**config.mk**
```make
export PLATFORM = sky130hd
export DESIGN_NAME = ppgc_shadow
export DESIGN_NICKNAME = d
export VERILOG_FILES = /design/src/hdl/ppgc_pkg.sv /design/src/hdl/ppgc_shadow.sv
export SDC_FILE = /design/constraint.sdc
export NUM_CORES = 1
export LEC_CHECK = 0
export BUFFER_PORTS_ARGS = -buffer_cell sky130_fd_sc_hd__buf_4
export CAP_MARGIN = 10
export CORE_AREA = 2 2 195 197
export DETAILED_ROUTE_END_ITERATION = 10
export DIE_AREA = 0 0 197 199
export PLACE_DENSITY = 0.83
export SLEW_MARGIN = 20
export SYNTH_ARGS = -nofsm -noshare
export SYNTH_HDL_FRONTEND = slang
export SYNTH_SLANG_ARGS = --single-unit
```
**constraint.sdc**
```tcl
create_clock -name CLK_IN -period 2.7 [get_ports CLK_IN]
set_clock_uncertainty 0.15 [all_clocks]
set_input_delay 0.54 -clock CLK_IN [delete_from_list [all_inputs] [get_ports CLK_IN]]
set_output_delay 0.54 -clock CLK_IN [all_outputs]
set_load 0.03 [all_outputs]
```
**src/hdl/ppgc_pkg.sv**
```systemverilog
// Register map, field layout and load constants of the rectangular-wave compare shadow block
package ppgc_pkg;

   // Unit and register counts
   localparam int UNITS       = 2;
   localparam int NUM_TIM     = 6;
   localparam int NUM_CMP     = 5;
   localparam int TIMER_W     = 16;
   localparam int RATE_W      = 4;
   localparam int MDCY_W      = 3;
   localparam int ADDR_W      = 12;

   // Register indices inside one unit
   localparam logic [2:0] CYCLE_IDX   = 3'h0;
   localparam logic [2:0] LEAD_A_IDX  = 3'h1;
   localparam logic [2:0] TRAIL_A_IDX = 3'h2;
   localparam logic [2:0] LEAD_B_IDX  = 3'h3;
   localparam logic [2:0] TRAIL_B_IDX = 3'h4;
   localparam logic [2:0] PHASE_IDX   = 3'h5;

   // Byte addresses: control word, timing block, compare block
   localparam logic [ADDR_W-1:0] CTRL_OFF = 12'h000;
   localparam logic [ADDR_W-1:0] TIM_BASE = 12'h040;
   localparam logic [ADDR_W-1:0] CMP_BASE = 12'h080;
   localparam int BLK_LSB  = 6;
   localparam int UNIT_BIT = 5;
   localparam int IDX_MSB  = 4;
   localparam int IDX_LSB  = 2;

   // Control word layout
   localparam int CTRL_LDSEL_LSB = 0;
   localparam int CTRL_UPDEN_LSB = 2;
   localparam int CTRL_ILK_BIT   = 4;
   localparam int CTRL_MDCY_LSB  = 8;
   localparam int MDCY_STRIDE    = 4;
   localparam logic [31:0] CTRL_MASK  = 32'h0077_771f;
   localparam logic [31:0] RST_VALUE  = 32'h0000_0000;

   // Field positions inside timing and compare words
   localparam int EDGE_PLAIN_LSB = 0;
   localparam int EDGE_TRAIL_LSB = 4;
   localparam int PHASE_LSB      = 1;
   localparam int RATE_LSB       = 0;

   // Writable bits of each timing word; compare copies keep the same layout
   function automatic logic [31:0] word_mask(input logic [2:0] idx);
      case (idx)
         CYCLE_IDX, LEAD_A_IDX, LEAD_B_IDX: word_mask = 32'h0000_ffff;
         TRAIL_A_IDX, TRAIL_B_IDX:          word_mask = 32'h000f_ffff;
         PHASE_IDX:                         word_mask = 32'h0001_fffe;
         default:                           word_mask = 32'h0000_0000;
      endcase
   endfunction : word_mask

   // Valid modulation rate bits per modulation cycle setting
   function automatic logic [RATE_W-1:0] rate_mask(input logic [MDCY_W-1:0] cy);
      case (cy)
         3'h0:    rate_mask = 4'h0;
         3'h1:    rate_mask = 4'h8;
         3'h2:    rate_mask = 4'hc;
         3'h3:    rate_mask = 4'he;
         3'h4:    rate_mask = 4'hf;
         default: rate_mask = 4'h0;
      endcase
   endfunction : rate_mask

endpackage : ppgc_pkg

```
**src/hdl/ppgc_shadow.sv**
```systemverilog
// APB register file with double-buffered compare registers for two timer units
//
// How it works
// - Unit-0 phase-shift timing word holds a 16-bit read/write value in bits 16..1.
// - Phase-shift value reaches its output only in interlocked mode, zero otherwise.
// - Cycle compare is read-only, 16 bits in bits 15..0, the unit period.
// - In interlocked mode unit 1 does not use its own cycle compare.
// - Compare words are shadow copies; bus writes to them are refused.
// - Leading-edge compares expose read-only 16 bits in 15..0 from their timing word.
// - Trailing-edge compares hold timing in 19..4 and rate in 3..0, loaded together.
// - Load select 0: a timing write lands in its compare in the same write.
// - Load select 1: copy only at the unit update point with update enable set.
// - Modulation cycle setting selects which rate bits are valid, none to all four.
//
// Implementation choices: the register offsets and register access over APB.
`timescale 1ns/1ps

module ppgc_shadow #(
   parameter int TIMER_W = ppgc_pkg::TIMER_W
) (
   input  wire logic                         CLK_IN,
   input  wire logic                         RST_N_IN,
   input  wire logic                         PSEL_IN,
   input  wire logic                         PENABLE_IN,
   input  wire logic                         PWRITE_IN,
   input  wire logic [ppgc_pkg::ADDR_W-1:0]  PADDR_IN,
   input  wire logic [31:0]                  PWDATA_IN,
   output logic      [31:0]                  PRDATA_OUT,
   output logic                              PREADY_OUT,
   output logic                              PSLVERR_OUT,
   input  wire logic [1:0]                   UPDATE_POINT_IN,
   output logic      [2*TIMER_W-1:0]         CYCLE_CMP_OUT,
   output logic      [2*TIMER_W-1:0]         LEAD_A_CMP_OUT,
   output logic      [2*TIMER_W-1:0]         TRAIL_A_CMP_OUT,
   output logic      [2*TIMER_W-1:0]         LEAD_B_CMP_OUT,
   output logic      [2*TIMER_W-1:0]         TRAIL_B_CMP_OUT,
   output logic      [7:0]                   RATE_A_OUT,
   output logic      [7:0]                   RATE_B_OUT,
   output logic      [TIMER_W-1:0]           PHASE_SHIFT_OUT,
   output logic                              INTERLOCK_OUT,
   output logic                              UNIT1_PERIOD_EN_OUT
);

   // Field layout is fixed by the word map, so only the documented width is served
   if (TIMER_W != 16)
   begin : g_width_check
      $error("ppgc_shadow: TIMER_W must be 16");
   end

   localparam int UN = ppgc_pkg::UNITS;
   localparam int NT = ppgc_pkg::NUM_TIM;
   localparam int NC = ppgc_pkg::NUM_CMP;

   logic [31:0] ctrl_q;
   logic [31:0] tim_q  [UN][NT];
   logic [31:0] cmp_q  [UN][NC];
   logic [31:0] rdata_q;
   logic        ack_q;
   logic        err_q;

   // Address decode
   wire         blk_tim   = PADDR_IN[ppgc_pkg::ADDR_W-1:ppgc_pkg::BLK_LSB]
                            == ppgc_pkg::TIM_BASE[ppgc_pkg::ADDR_W-1:ppgc_pkg::BLK_LSB];
   wire         blk_cmp   = PADDR_IN[ppgc_pkg::ADDR_W-1:ppgc_pkg::BLK_LSB]
                            == ppgc_pkg::CMP_BASE[ppgc_pkg::ADDR_W-1:ppgc_pkg::BLK_LSB];
   wire         aligned   = PADDR_IN[1:0] == 2'h0;
   wire         sel_unit  = PADDR_IN[ppgc_pkg::UNIT_BIT];
   wire [2:0]   sel_idx   = PADDR_IN[ppgc_pkg::IDX_MSB:ppgc_pkg::IDX_LSB];
   wire         ctrl_hit  = PADDR_IN == ppgc_pkg::CTRL_OFF;
   // Unit 1 has no phase-shift word
   wire         phase_gap = sel_unit && (sel_idx == ppgc_pkg::PHASE_IDX);
   wire         tim_hit   = blk_tim && aligned && (32'(sel_idx) < NT) && !phase_gap;
   wire         cmp_hit   = blk_cmp && aligned && (32'(sel_idx) < NC);

   // Control fields
   wire [1:0]   ld_sel    = ctrl_q[ppgc_pkg::CTRL_LDSEL_LSB +: 2];
   wire [1:0]   upd_en    = ctrl_q[ppgc_pkg::CTRL_UPDEN_LSB +: 2];
   wire         interlock = ctrl_q[ppgc_pkg::CTRL_ILK_BIT];

   // APB phases: one wait state, so read data is taken from a flip-flop
   wire         acc_first = PSEL_IN && PENABLE_IN && !ack_q;
   wire         acc_done  = PSEL_IN && PENABLE_IN && ack_q;
   // Compare words are read-only and refuse bus writes
   wire         acc_err   = !(ctrl_hit || tim_hit || cmp_hit) || (PWRITE_IN && cmp_hit);
   wire         wr_ok     = acc_done && PWRITE_IN && !err_q;
   wire         ctrl_wr   = wr_ok && ctrl_hit;

   // Read selection; reserved bits are already zero in storage
   wire [31:0]  rd_mux    = ctrl_hit ? ctrl_q :
                            tim_hit  ? tim_q[sel_unit][sel_idx] :
                            cmp_hit  ? cmp_q[sel_unit][sel_idx] : ppgc_pkg::RST_VALUE;
   wire [31:0]  ctrl_d    = ctrl_wr ? (PWDATA_IN & ppgc_pkg::CTRL_MASK) : ctrl_q;

   // Bus handshake and registered answer
   always_ff @(posedge CLK_IN or negedge RST_N_IN)
   begin
      if (!RST_N_IN)
      begin
         ack_q   <= 1'b0;
         err_q   <= 1'b0;
         rdata_q <= ppgc_pkg::RST_VALUE;
      end
      else
      begin
         ack_q   <= acc_first;
         err_q   <= acc_first && acc_err;
         rdata_q <= (acc_first && !acc_err) ? rd_mux : ppgc_pkg::RST_VALUE;
      end
   end

   // Control word: load select, update enable, interlock, modulation cycles
   always_ff @(posedge CLK_IN or negedge RST_N_IN)
   begin
      if (!RST_N_IN)
         ctrl_q <= ppgc_pkg::RST_VALUE;
      else
         ctrl_q <= ctrl_d;
   end

   assign PREADY_OUT  = ack_q;
   assign PSLVERR_OUT = ack_q && err_q;
   assign PRDATA_OUT  = rdata_q;

   // Per unit, per register storage and shadow load
   for (genvar u = 0; u < UN; u++)
   begin : g_unit
      // Update point only counts when buffered mode and update enable are both set
      wire buf_load = ld_sel[u] && upd_en[u] && UPDATE_POINT_IN[u];
      for (genvar m = 0; m < NT; m++)
      begin : g_reg
         localparam logic [2:0]  IDX  = 3'(m);
         localparam logic [31:0] MASK = ((u == 1) && (m == 5)) ? 32'h0000_0000 :
                                        ppgc_pkg::word_mask(IDX);
         wire        tim_wr = wr_ok && tim_hit && (sel_unit == 1'(u)) && (sel_idx == IDX);
         // Masking drops writes to reserved positions
         wire [31:0] tim_d  = tim_wr ? (PWDATA_IN & MASK) : tim_q[u][m];

         always_ff @(posedge CLK_IN or negedge RST_N_IN)
         begin
            if (!RST_N_IN)
               tim_q[u][m] <= ppgc_pkg::RST_VALUE;
            else
               tim_q[u][m] <= tim_d;
         end

         if (m < NC)
         begin : g_cmp
            // Direct mode copies the written value; buffered mode waits for the update point.
            // A write in buffered mode never disturbs the copy, even at the update point.
            wire [31:0] cmp_d = (!ld_sel[u] && tim_wr) ? (PWDATA_IN & MASK) :
                                buf_load ? tim_q[u][m] : cmp_q[u][m];

            always_ff @(posedge CLK_IN or negedge RST_N_IN)
            begin
               if (!RST_N_IN)
                  cmp_q[u][m] <= ppgc_pkg::RST_VALUE;
               else
                  cmp_q[u][m] <= cmp_d;
            end
         end
      end

      // Compare values toward the match detectors
      wire [2:0] cy_a = ctrl_q[ppgc_pkg::CTRL_MDCY_LSB + ppgc_pkg::MDCY_STRIDE*(2*u)
                               +: ppgc_pkg::MDCY_W];
      wire [2:0] cy_b = ctrl_q[ppgc_pkg::CTRL_MDCY_LSB + ppgc_pkg::MDCY_STRIDE*(2*u+1)
                               +: ppgc_pkg::MDCY_W];
      assign CYCLE_CMP_OUT[u*TIMER_W +: TIMER_W]   =
         cmp_q[u][ppgc_pkg::CYCLE_IDX][ppgc_pkg::EDGE_PLAIN_LSB +: TIMER_W];
      assign LEAD_A_CMP_OUT[u*TIMER_W +: TIMER_W]  =
         cmp_q[u][ppgc_pkg::LEAD_A_IDX][ppgc_pkg::EDGE_PLAIN_LSB +: TIMER_W];
      assign LEAD_B_CMP_OUT[u*TIMER_W +: TIMER_W]  =
         cmp_q[u][ppgc_pkg::LEAD_B_IDX][ppgc_pkg::EDGE_PLAIN_LSB +: TIMER_W];
      assign TRAIL_A_CMP_OUT[u*TIMER_W +: TIMER_W] =
         cmp_q[u][ppgc_pkg::TRAIL_A_IDX][ppgc_pkg::EDGE_TRAIL_LSB +: TIMER_W];
      assign TRAIL_B_CMP_OUT[u*TIMER_W +: TIMER_W] =
         cmp_q[u][ppgc_pkg::TRAIL_B_IDX][ppgc_pkg::EDGE_TRAIL_LSB +: TIMER_W];
      // Invalid rate bits are forced low so the modulator never sees them
      assign RATE_A_OUT[u*4 +: 4] = ppgc_pkg::rate_mask(cy_a) &
         cmp_q[u][ppgc_pkg::TRAIL_A_IDX][ppgc_pkg::RATE_LSB +: 4];
      assign RATE_B_OUT[u*4 +: 4] = ppgc_pkg::rate_mask(cy_b) &
         cmp_q[u][ppgc_pkg::TRAIL_B_IDX][ppgc_pkg::RATE_LSB +: 4];
   end

   // Phase shift only matters when the units are interlocked
   assign PHASE_SHIFT_OUT     = interlock ?
      tim_q[0][ppgc_pkg::PHASE_IDX][ppgc_pkg::PHASE_LSB +: TIMER_W] : 16'h0000;
   assign INTERLOCK_OUT       = interlock;
   // Unit 1 follows unit 0 in interlocked mode
   assign UNIT1_PERIOD_EN_OUT = !interlock;

   wire tim0_lead_wr = wr_ok && tim_hit && !sel_unit && (sel_idx == ppgc_pkg::LEAD_A_IDX);
   wire cmp_wr_try   = acc_first && PWRITE_IN && cmp_hit;

   // Further checks, copies first, field by field. Each check on a timing write looks one cycle after the
   // write's ready edge, when the compare flop has taken the new word.
   wire tim0_wr   = wr_ok && tim_hit && !sel_unit;
   wire tim1_wr   = wr_ok && tim_hit && sel_unit;
   wire [2:0] cy0 = ctrl_q[ppgc_pkg::CTRL_MDCY_LSB +: ppgc_pkg::MDCY_W];
endmodule : ppgc_shadow

```
==> reports/results.txt, run 1 <==
Status = completed
Max-cap violations = 0
Max incr delay on CP = 0.49 ns
DRT Wirelength = 69.5 mm
Worst-Skew Late Latency = 0.55 ns
Final count of hold timing violations = 0
Register area share after synthesis = 47.5%
FF+latch count, synth = 410
Worst EP arrival = 1.92 ns
Hold/Removal Path Class = in2reg
Count of different cell masters after synthesis = 64
Share of async-settable or async-resettable flops after synthesis = 100%
Row cnt = 71
Design area = 25100 sq um
Initial Util = 58.2%
Critical path launch point type = register
Port bufs = 260
Area Overhead vs Synth = 16.1%
Post-layout min period = 2.61 ns
Actual slew at the worst max-slew pin = 0.800 ns
Slew Limit Headroom = 46.6%
Congestion Overflow GR = 0
Antenna violations before repair = 1
Share of cells above drive strength 1 = 39.0%
Pwr dens = 510 nW/um^2
Setup violators final = 0
Post-DP HPWL = 47.9 mm
Vias per cell = 6.68
Global-route wire length before repair = 103 mm
Crit path cell chain = nor2_1 -> and2_1 -> a21oi_1 -> nor2b_1 -> buf_4
Mapped Cells = 1818
Drt wl/cell = 28.3 um
CTS clk-pin slew, worst paths = 0.06 ns
Die height = 199 um
GPL Wtd Cong = 0.947
WHS = 0.0777 ns
Mapped Avg Cell Area = 11.9 sq um
Largest net degree at the start of global routing = 72
Clock Tree Root = clkbuf_16
Htree depth = 2
Initial DRC count = 1850
Post-CTS setup buffer count = 0
Setup TNS = 0 ns
Fin crit share = 96.8%
Clock Sinks = 410
Max IR drop VDD = 430 uV
Cts bufs inserted = 43
TritonCTS clock tree = yes
FF+latch area = 10300 sq um
RSZ-0062 raised after global routing = no
DP Area = 23600 sq um
Via count = 16400
Critical path peak fanout = 4
Core area = 37100 sq um
# IOs = 279
Clk buf depth = 3
Antenna viol nets, final = 0
Main synth FF type = dfrtp_1
Inserted Diodes = 0
Buf+Inv Stages, Crit Path = 1
Vias in the first global route = 16800
FILL cells = 2645
Critical path endpoint category = output port
DR pass1 iterations = 5
CP top delay family = simple AND/OR/NAND/NOR gates
Fmax = 383 MHz
Multi-input gate area = 9480 sq um
Leak = 13.0 nW
CP Class = reg2out
Gr usage total = 35.5%
Die area = 39200 sq um
Fin. max-slew vios = 0
DIE WIDTH = 197 um
Residual DRC count = 0
Nets@finish = 1998
CP max stage cell = dfrtp_1
Synthesized cell area = 21600 sq um
Worst EP required = 2.01 ns
Yosys warning count = 0
Post-synth EDFFs = 0
-- where the power goes --
part	total, W	switching (W)	internal [W]
Clock	0.00601	0.00246	0.00356
Sequential	0.00615	0.00000418	0.00615
Combinational	0.000627	0.000447	0.000180
Total	0.0128	0.00291	0.00988
-- Yosys cell counts, types with 6 or more instances --
library cell	n	area share, %
a21oi_1	66	1.5
buf_4	176	6.1
nor3_1	7	0.16
a221o_1	68	3.1
inv_1	9	0.16
a21o_1	41	1.4
mux4_2	47	4.9
o21a_1	10	0.35
nand3_1	9	0.21
a31oi_1	14	0.41
buf_2	51	1.2
o22ai_1	7	0.20
a222oi_1	6	0.28
dfrtp_1	410	47
a22oi_1	18	0.63
and3_1	11	0.32
mux2_2	233	12
nand2b_1	6	0.17
a221oi_1	6	0.24
nor2_1	79	1.4
and2_1	92	2.7
a22o_1	39	1.6
nor2b_1	12	0.35
mux2i_1	131	6.1
nand2_1	66	1.1
o2111ai_1	7	0.28
o21ai_0	45	1.0
clkbuf_1	83	1.4
-- flip-flops by register name, indices dropped and copies added, names as in the netlist --
register         cells
tim_q              192
CYCLE_CMP_OUT       32
LEAD_A_CMP_OUT      32
LEAD_B_CMP_OUT      32
TRAIL_A_CMP_OUT     32
TRAIL_B_CMP_OUT     32
PRDATA_OUT          23
ctrl_q              17
cmp_q               16
PREADY_OUT           1
err_q                1
-- metal layers --
| metal | vias up | part of all wire, % | track usage (%) |
|---|---|---|---|
| li1 | 6721 | - | - |
| met4 | 4 | 5.9 | 20.6 |
| met1 | 8250 | 37 | 46.0 |
| met2 | 1135 | 45 | 54.2 |
| met3 | 278 | 12 | 9.58 |
| met5 | - | 0.078 | 0.894 |
-- cell families after synthesis --
logic type | synth area share (%)
mux | 23.2
other cells | 0.0174
compound gates | 12.1
simple gates | 8.16
buf+inv | 9.06
flops | 47.5
-- repair_timing --
action                                  CTS  global route
endpoints found under the hold margin    59             0
hold buffers                              1             0
gates resized for setup                   1             0
endpoints found under the setup margin    1             0
-- per-stage QoR --
step | utilization [%] | total power [W] | worst slack (ns) | instances
after global placement | 63.7 | 0.00687 | 0.00358 | 2375
after CTS | 67.5 | 0.0128 | 0.138 | 2453
after detailed placement | 63.7 | 0.00688 | -0.0795 | 2375
after floorplan | - | 0.00655 | 0.129 | 1826
after global routing | 67.5 | 0.0131 | 0.00436 | 2453
final | 67.5 | 0.0128 | 0.0872 | 2453
-- layout by cell type (no fill, tap or decap), types with 47 or more instances in the layout --
cell type and count:
and2_1 92, nand2_1 66, dfrtp_1 409, nor2_1 77, a21oi_1 66, mux4_2 47
mux2i_1 131, a221o_1 68, mux2_2 233, buf_4 364
-- layout make-up --
| class | count | area share (%) |
|---|---|---|
| multi-input cells | 1090 | 37.8 |
| inverters | 9 | 0.135 |
| well taps | 474 | 2.36 |
| repair buffers | 393 | 13.1 |
| clock buffers | 64 | 5.09 |
| flip-flops and latches | 410 | 40.9 |
| clock inverters | 13 | 0.589 |
-- final timing paths --
kind	startpoint	slack (ns)	end	depth (start not counted)
min	PWDATA_IN[22]	0.08	ctrl_q[22]	2
min in group asynchronous	RST_N_IN	0.44	LEAD_B_CMP_OUT[7]	2
max in group asynchronous	RST_N_IN	1.13	CYCLE_CMP_OUT[22]	3
max	ctrl_q[9]	0.09	RATE_A_OUT[1]	5
max reg2reg	err_q	0.30	CYCLE_CMP_OUT[6]	6
min reg2reg	cmp_q[163]	0.36	cmp_q[163]	1
Power figures use the tool's default switching activity.
==> run 2, diff against run 1 <==
PLACE_DENSITY = 0.8   (was 0.83)
==> reports/results.txt, run 2 (synthesis gave the netlist of run 1 again) <==
Worst EP required = 3.02 ns
Share of cells above drive strength 1 = 39.0%
Crit path cell chain = and4b_1 -> nand4_4 -> buf_4 -> nor4_2 -> buf_4 -> a22o_1 -> a21o_1
Residual DRC count = 0
Largest net degree at the start of global routing = 68
Core area = 37100 sq um
Critical path endpoint category = register
Congestion Overflow GR = 0
Global-route wire length before repair = 101 mm
Pre-CTS WS = -0.189 ns
Max incr delay on CP = 0.58 ns
Clock Sinks = 410
Critical path launch point type = register
Max IR drop VDD = 440 uV
Worst Reg-to-Reg Cells = 7
Clk buf depth = 3
Placed Cells = 2384
Setup violators final = 0
Hold Crit Start = PWDATA_IN[20]
Via count = 16400
Fin crit share = 96.9%
Max-cap violations = 0
RSZ-0062 raised after global routing = no
Pwr dens = 502 nW/um^2
Clock Tree Root = clkbuf_16
Non-Filler Instances = 2456
Vias in the first global route = 16200
Slew Limit Headroom = 50.3%
Drt wl/cell = 28.1 um
Antenna viol nets, final = 0
Worst Hold End = ctrl_q[20]
Vias per cell = 6.67
Initial DRC count = 1794
Worst EP arrival = 2.94 ns
Setup ws final = 0.0836 ns
Gr usage total = 35.1%
Port bufs = 260
Row cnt = 71
Area Overhead vs Synth = 16.4%
Commonest non-fill, non-tap cell in the layout = dfrtp_1
Actual slew at the worst max-slew pin = 0.745 ns
Post-CTS setup buffer count = 0
Hold/Removal Path Class = in2reg
RR Startpoint = err_q
Antenna violations before repair = 0
Finished Core Util = 67.7%
Die area = 39200 sq um
CP top delay family = simple AND/OR/NAND/NOR gates
Crit path top cell by count = buf_4
DRT Wirelength = 68.9 mm
TritonCTS clock tree = yes
WHS = 0.0873 ns
Post-layout min period = 2.62 ns
Fin. max-slew vios = 0
CP max stage cell = nor4_2
Final count of hold timing violations = 0
Post-DP HPWL = 47.6 mm
Nets@finish = 2006
Hold Crit Depth = 2
Status = completed
CTS clk-pin slew, worst paths = 0.06 ns
Inserted Diodes = 0
Fmax = 382 MHz
DR pass1 iterations = 5
GPL Wtd Cong = 0.908
Worst-Skew Late Latency = 0.55 ns
# IOs = 279
Critical path peak fanout = 8
Leak = 13.0 nW
Worst reg2reg setup slack = 0.08 ns
DIE WIDTH = 197 um
Max reg flops = 192
Htree depth = 2
Initial Util = 58.2%
Most frequent cells in the layout = dfrtp_1, buf_4, mux2_2
Largest reg by FF count = tim_q
Die height = 199 um
CP Class = reg2reg
Cts bufs inserted = 42
Worst flop-to-flop path endpoint = TRAIL_B_CMP_OUT[11]
Buf+Inv Stages, Crit Path = 2
[run 2: changes by cell type in the layout (fill, tap and decap cells not counted)]
cell and change:
clkbuf_16 -2, clkinv_2 -4, buf_12 +6, clkbuf_1 +1
clkinv_4 -1, buf_4 +3
[run 2: worst max-delay path by stage]
stage,cells after the start,to,start
finish,7,TRAIL_B_CMP_OUT[11],err_q
global route,5,RATE_A_OUT[1],ctrl_q[9]
CTS,2,PHASE_SHIFT_OUT[4],ctrl_q[4]
detailed placement,9,TRAIL_B_CMP_OUT[9],PADDR_IN[9]
global placement,9,TRAIL_B_CMP_OUT[2],PADDR_IN[9]
floorplan,6,tim_q[261],PADDR_IN[4]
[run 2: area by class of cell]
cell class / count / area (sq um)
clock buffer: 63 / 1230
clock inverter: 8 / 119
fill: 2572 / 12000
inverter: 9 / 33.8
multi-input combinational: 1090 / 9480
sequential: 410 / 10300
tap: 474 / 593
timing repair buffer: 402 / 3430
[run 2: metal layers]
layer	vias up	GRT usage (%)	share of wire, %
met3	227	8.85	11
met5	-	0	0
met2	1116	55.0	46
met4	0	15.8	4.9
li1	6751	-	-
met1	8284	46.4	38
[run 2: through the flow]
step / total power [W] / instance area, sq um / setup TNS [ns]
floorplan: 0.00655 / 21600 / 0
global placement: 0.00690 / 23800 / -7.57
detailed placement: 0.00691 / 23800 / -7.10
CTS: 0.0126 / 25100 / 0
global route: 0.0129 / 25100 / 0
finish: 0.0126 / 25100 / 0
[run 2: repair_timing]
| action | in CTS | in global routing |
|---|---|---|
| resized for setup | 0 | 1 |
| hold endpoints to repair | 52 | 0 |
| hold buffers | 1 | 0 |
| endpoints found under the setup margin | 0 | 1 |
[run 2: power breakdown]
part | internal (W) | switching [W]
Sequential | 0.00615 | 0.00000426
Combinational | 0.000200 | 0.000453
Clock | 0.00342 | 0.00241
==> run 3, diff against run 2 <==
clock period = 2.9 ns   (was 2.7 ns; I/O delays follow)
==> reports/results.txt, run 3 (synthesis gave the netlist of run 1 again) <==
Status = completed
Largest reg by FF count = tim_q
Area Overhead vs Synth = 14.5%
Clock Tree Root = clkbuf_16
# IOs = 279
Core area = 37100 sq um
FILL cells = 2682
Max-cap violations = 0
Pwr dens = 465 nW/um^2
FF+latch area = 10300 sq um
Die height = 199 um
Gr usage total = 35.4%
WHS = 0.117 ns
Worst EP arrival = 2.01 ns
Vias per cell = 6.70
RSZ-0062 raised after global routing = no
Most frequent cells in the layout = dfrtp_1, buf_4, mux2_2
Residual DRC count = 0
TritonCTS clock tree = yes
Worst EP required = 2.17 ns
Cts bufs inserted = 43
Leak = 12.8 nW
Worst-Skew Late Latency = 0.56 ns
Row cnt = 71
Commonest non-fill, non-tap cell in the layout = dfrtp_1
Post-CTS setup buffer count = 0
Global-route wire length before repair = 103 mm
Congestion Overflow GR = 0
Post-DP HPWL = 47.8 mm
Vias in the first global route = 16300
Fmax = 365 MHz
Fin crit share = 94.4%
Largest net degree at the start of global routing = 65
GPL Wtd Cong = 0.928
Die area = 39200 sq um
Slew Limit Headroom = 37.4%
CP Class = reg2out
Actual slew at the worst max-slew pin = 0.939 ns
Antenna viol nets, final = 0
Htree depth = 2
Critical path peak fanout = 19
Critical path depth in cells = 2
Crit path cell chain = and2_1 -> buf_4
Via count = 16400
Initial DRC count = 1741
Clk buf depth = 3
Drt wl/cell = 28.4 um
Final count of hold timing violations = 0
Max reg flops = 192
Max incr delay on CP = 0.96 ns
DIE WIDTH = 197 um
Max IR drop VDD = 385 uV
Worst Reg-to-Reg Cells = 7
CP top delay family = flip-flops
CTS clk-pin slew, worst paths = 0.05 ns
Pre-CTS WS = -0.00879 ns
Critical path launch point type = register
Post-CTS Hold Buffers = 1
Setup violators final = 0
DRT Wirelength = 69.4 mm
DR pass1 iterations = 7
Cts repair resizes = 0
Clock Sinks = 410
Post-layout min period = 2.74 ns
Setup ws final = 0.162 ns
Share of cells above drive strength 1 = 38.4%
Setup TNS = 0 ns
Hold Crit Depth = 2
Fin. max-slew vios = 0
Port bufs = 260
Nets@finish = 1992
Initial Util = 58.2%
CP max stage cell = dfrtp_1
Antenna violations before repair = 2
Hold/Removal Path Class = in2reg
Multi-input gate area = 9480 sq um
Critical path endpoint category = output port
Buf+Inv Stages, Crit Path = 1
[run 3: changes by cell type in the layout (fill, tap and decap cells not counted), sizes merged]
cell,before,now
buf,401,386
bufinv,3,0
clkbuf,63,65
clkinv,4,5
diode,0,1
inv,10,11
[run 3: where the power goes]
| part | switching, W | internal (W) | leakage (nW) |
|---|---|---|---|
| combinational | 0.000420 | 0.000162 | 6.44 |
| sequential | 0.00000412 | 0.00572 | 5.72 |
| clock | 0.00225 | 0.00294 | 0.635 |
| total | 0.00267 | 0.00883 | 12.8 |
[run 3: layer usage]
layer | share of wire [%] | up-vias | track usage (%)
li1 | - | 6722 | -
met2 | 46 | 1113 | 54.7
met4 | 5.1 | 2 | 17.4
met3 | 12 | 226 | 9.29
met5 | 0.017 | - | 0
met1 | 37 | 8304 | 46.7
[run 3: area by class of cell]
| class | count | share of cell area (%) |
|---|---|---|
| Antenna cell | 1 | 0.0101 |
| Clock inverter | 7 | 0.217 |
| Tap cell | 474 | 2.40 |
| Inverter | 9 | 0.136 |
| Timing Repair Buffer | 387 | 12.5 |
| Clock buffer | 65 | 5.01 |
| Multi-Input combinational cell | 1090 | 38.3 |
| Sequential cell | 410 | 41.4 |
[run 3: worst paths after layout]
| path | start | to | slack [ns] |
|---|---|---|---|
| min in group asynchronous | RST_N_IN | LEAD_B_CMP_OUT[7] | 0.41 |
| max in group asynchronous | RST_N_IN | tim_q[260] | 1.33 |
| worst min-delay path | PWDATA_IN[22] | ctrl_q[22] | 0.12 |
| worst max-delay path | ctrl_q[4] | PHASE_SHIFT_OUT[4] | 0.16 |
| worst max register to register | err_q | TRAIL_B_CMP_OUT[10] | 0.49 |
| worst min register to register | cmp_q[161] | cmp_q[161] | 0.36 |
[run 3: metrics by stage]
| step | total power [W] | utilization [%] | cells | area (sq um) |
|---|---|---|---|---|
| finish | 0.0115 | 66.7 | 2443 | 24800 |
| global route | 0.0118 | 66.7 | 2443 | 24800 |
| CTS | 0.0115 | 66.7 | 2442 | 24800 |
| detailed placement | 0.00640 | 63.1 | 2369 | 23400 |
| global placement | 0.00639 | 63.1 | 2369 | 23400 |
| floorplan | 0.00610 | - | 1826 | 21600 |
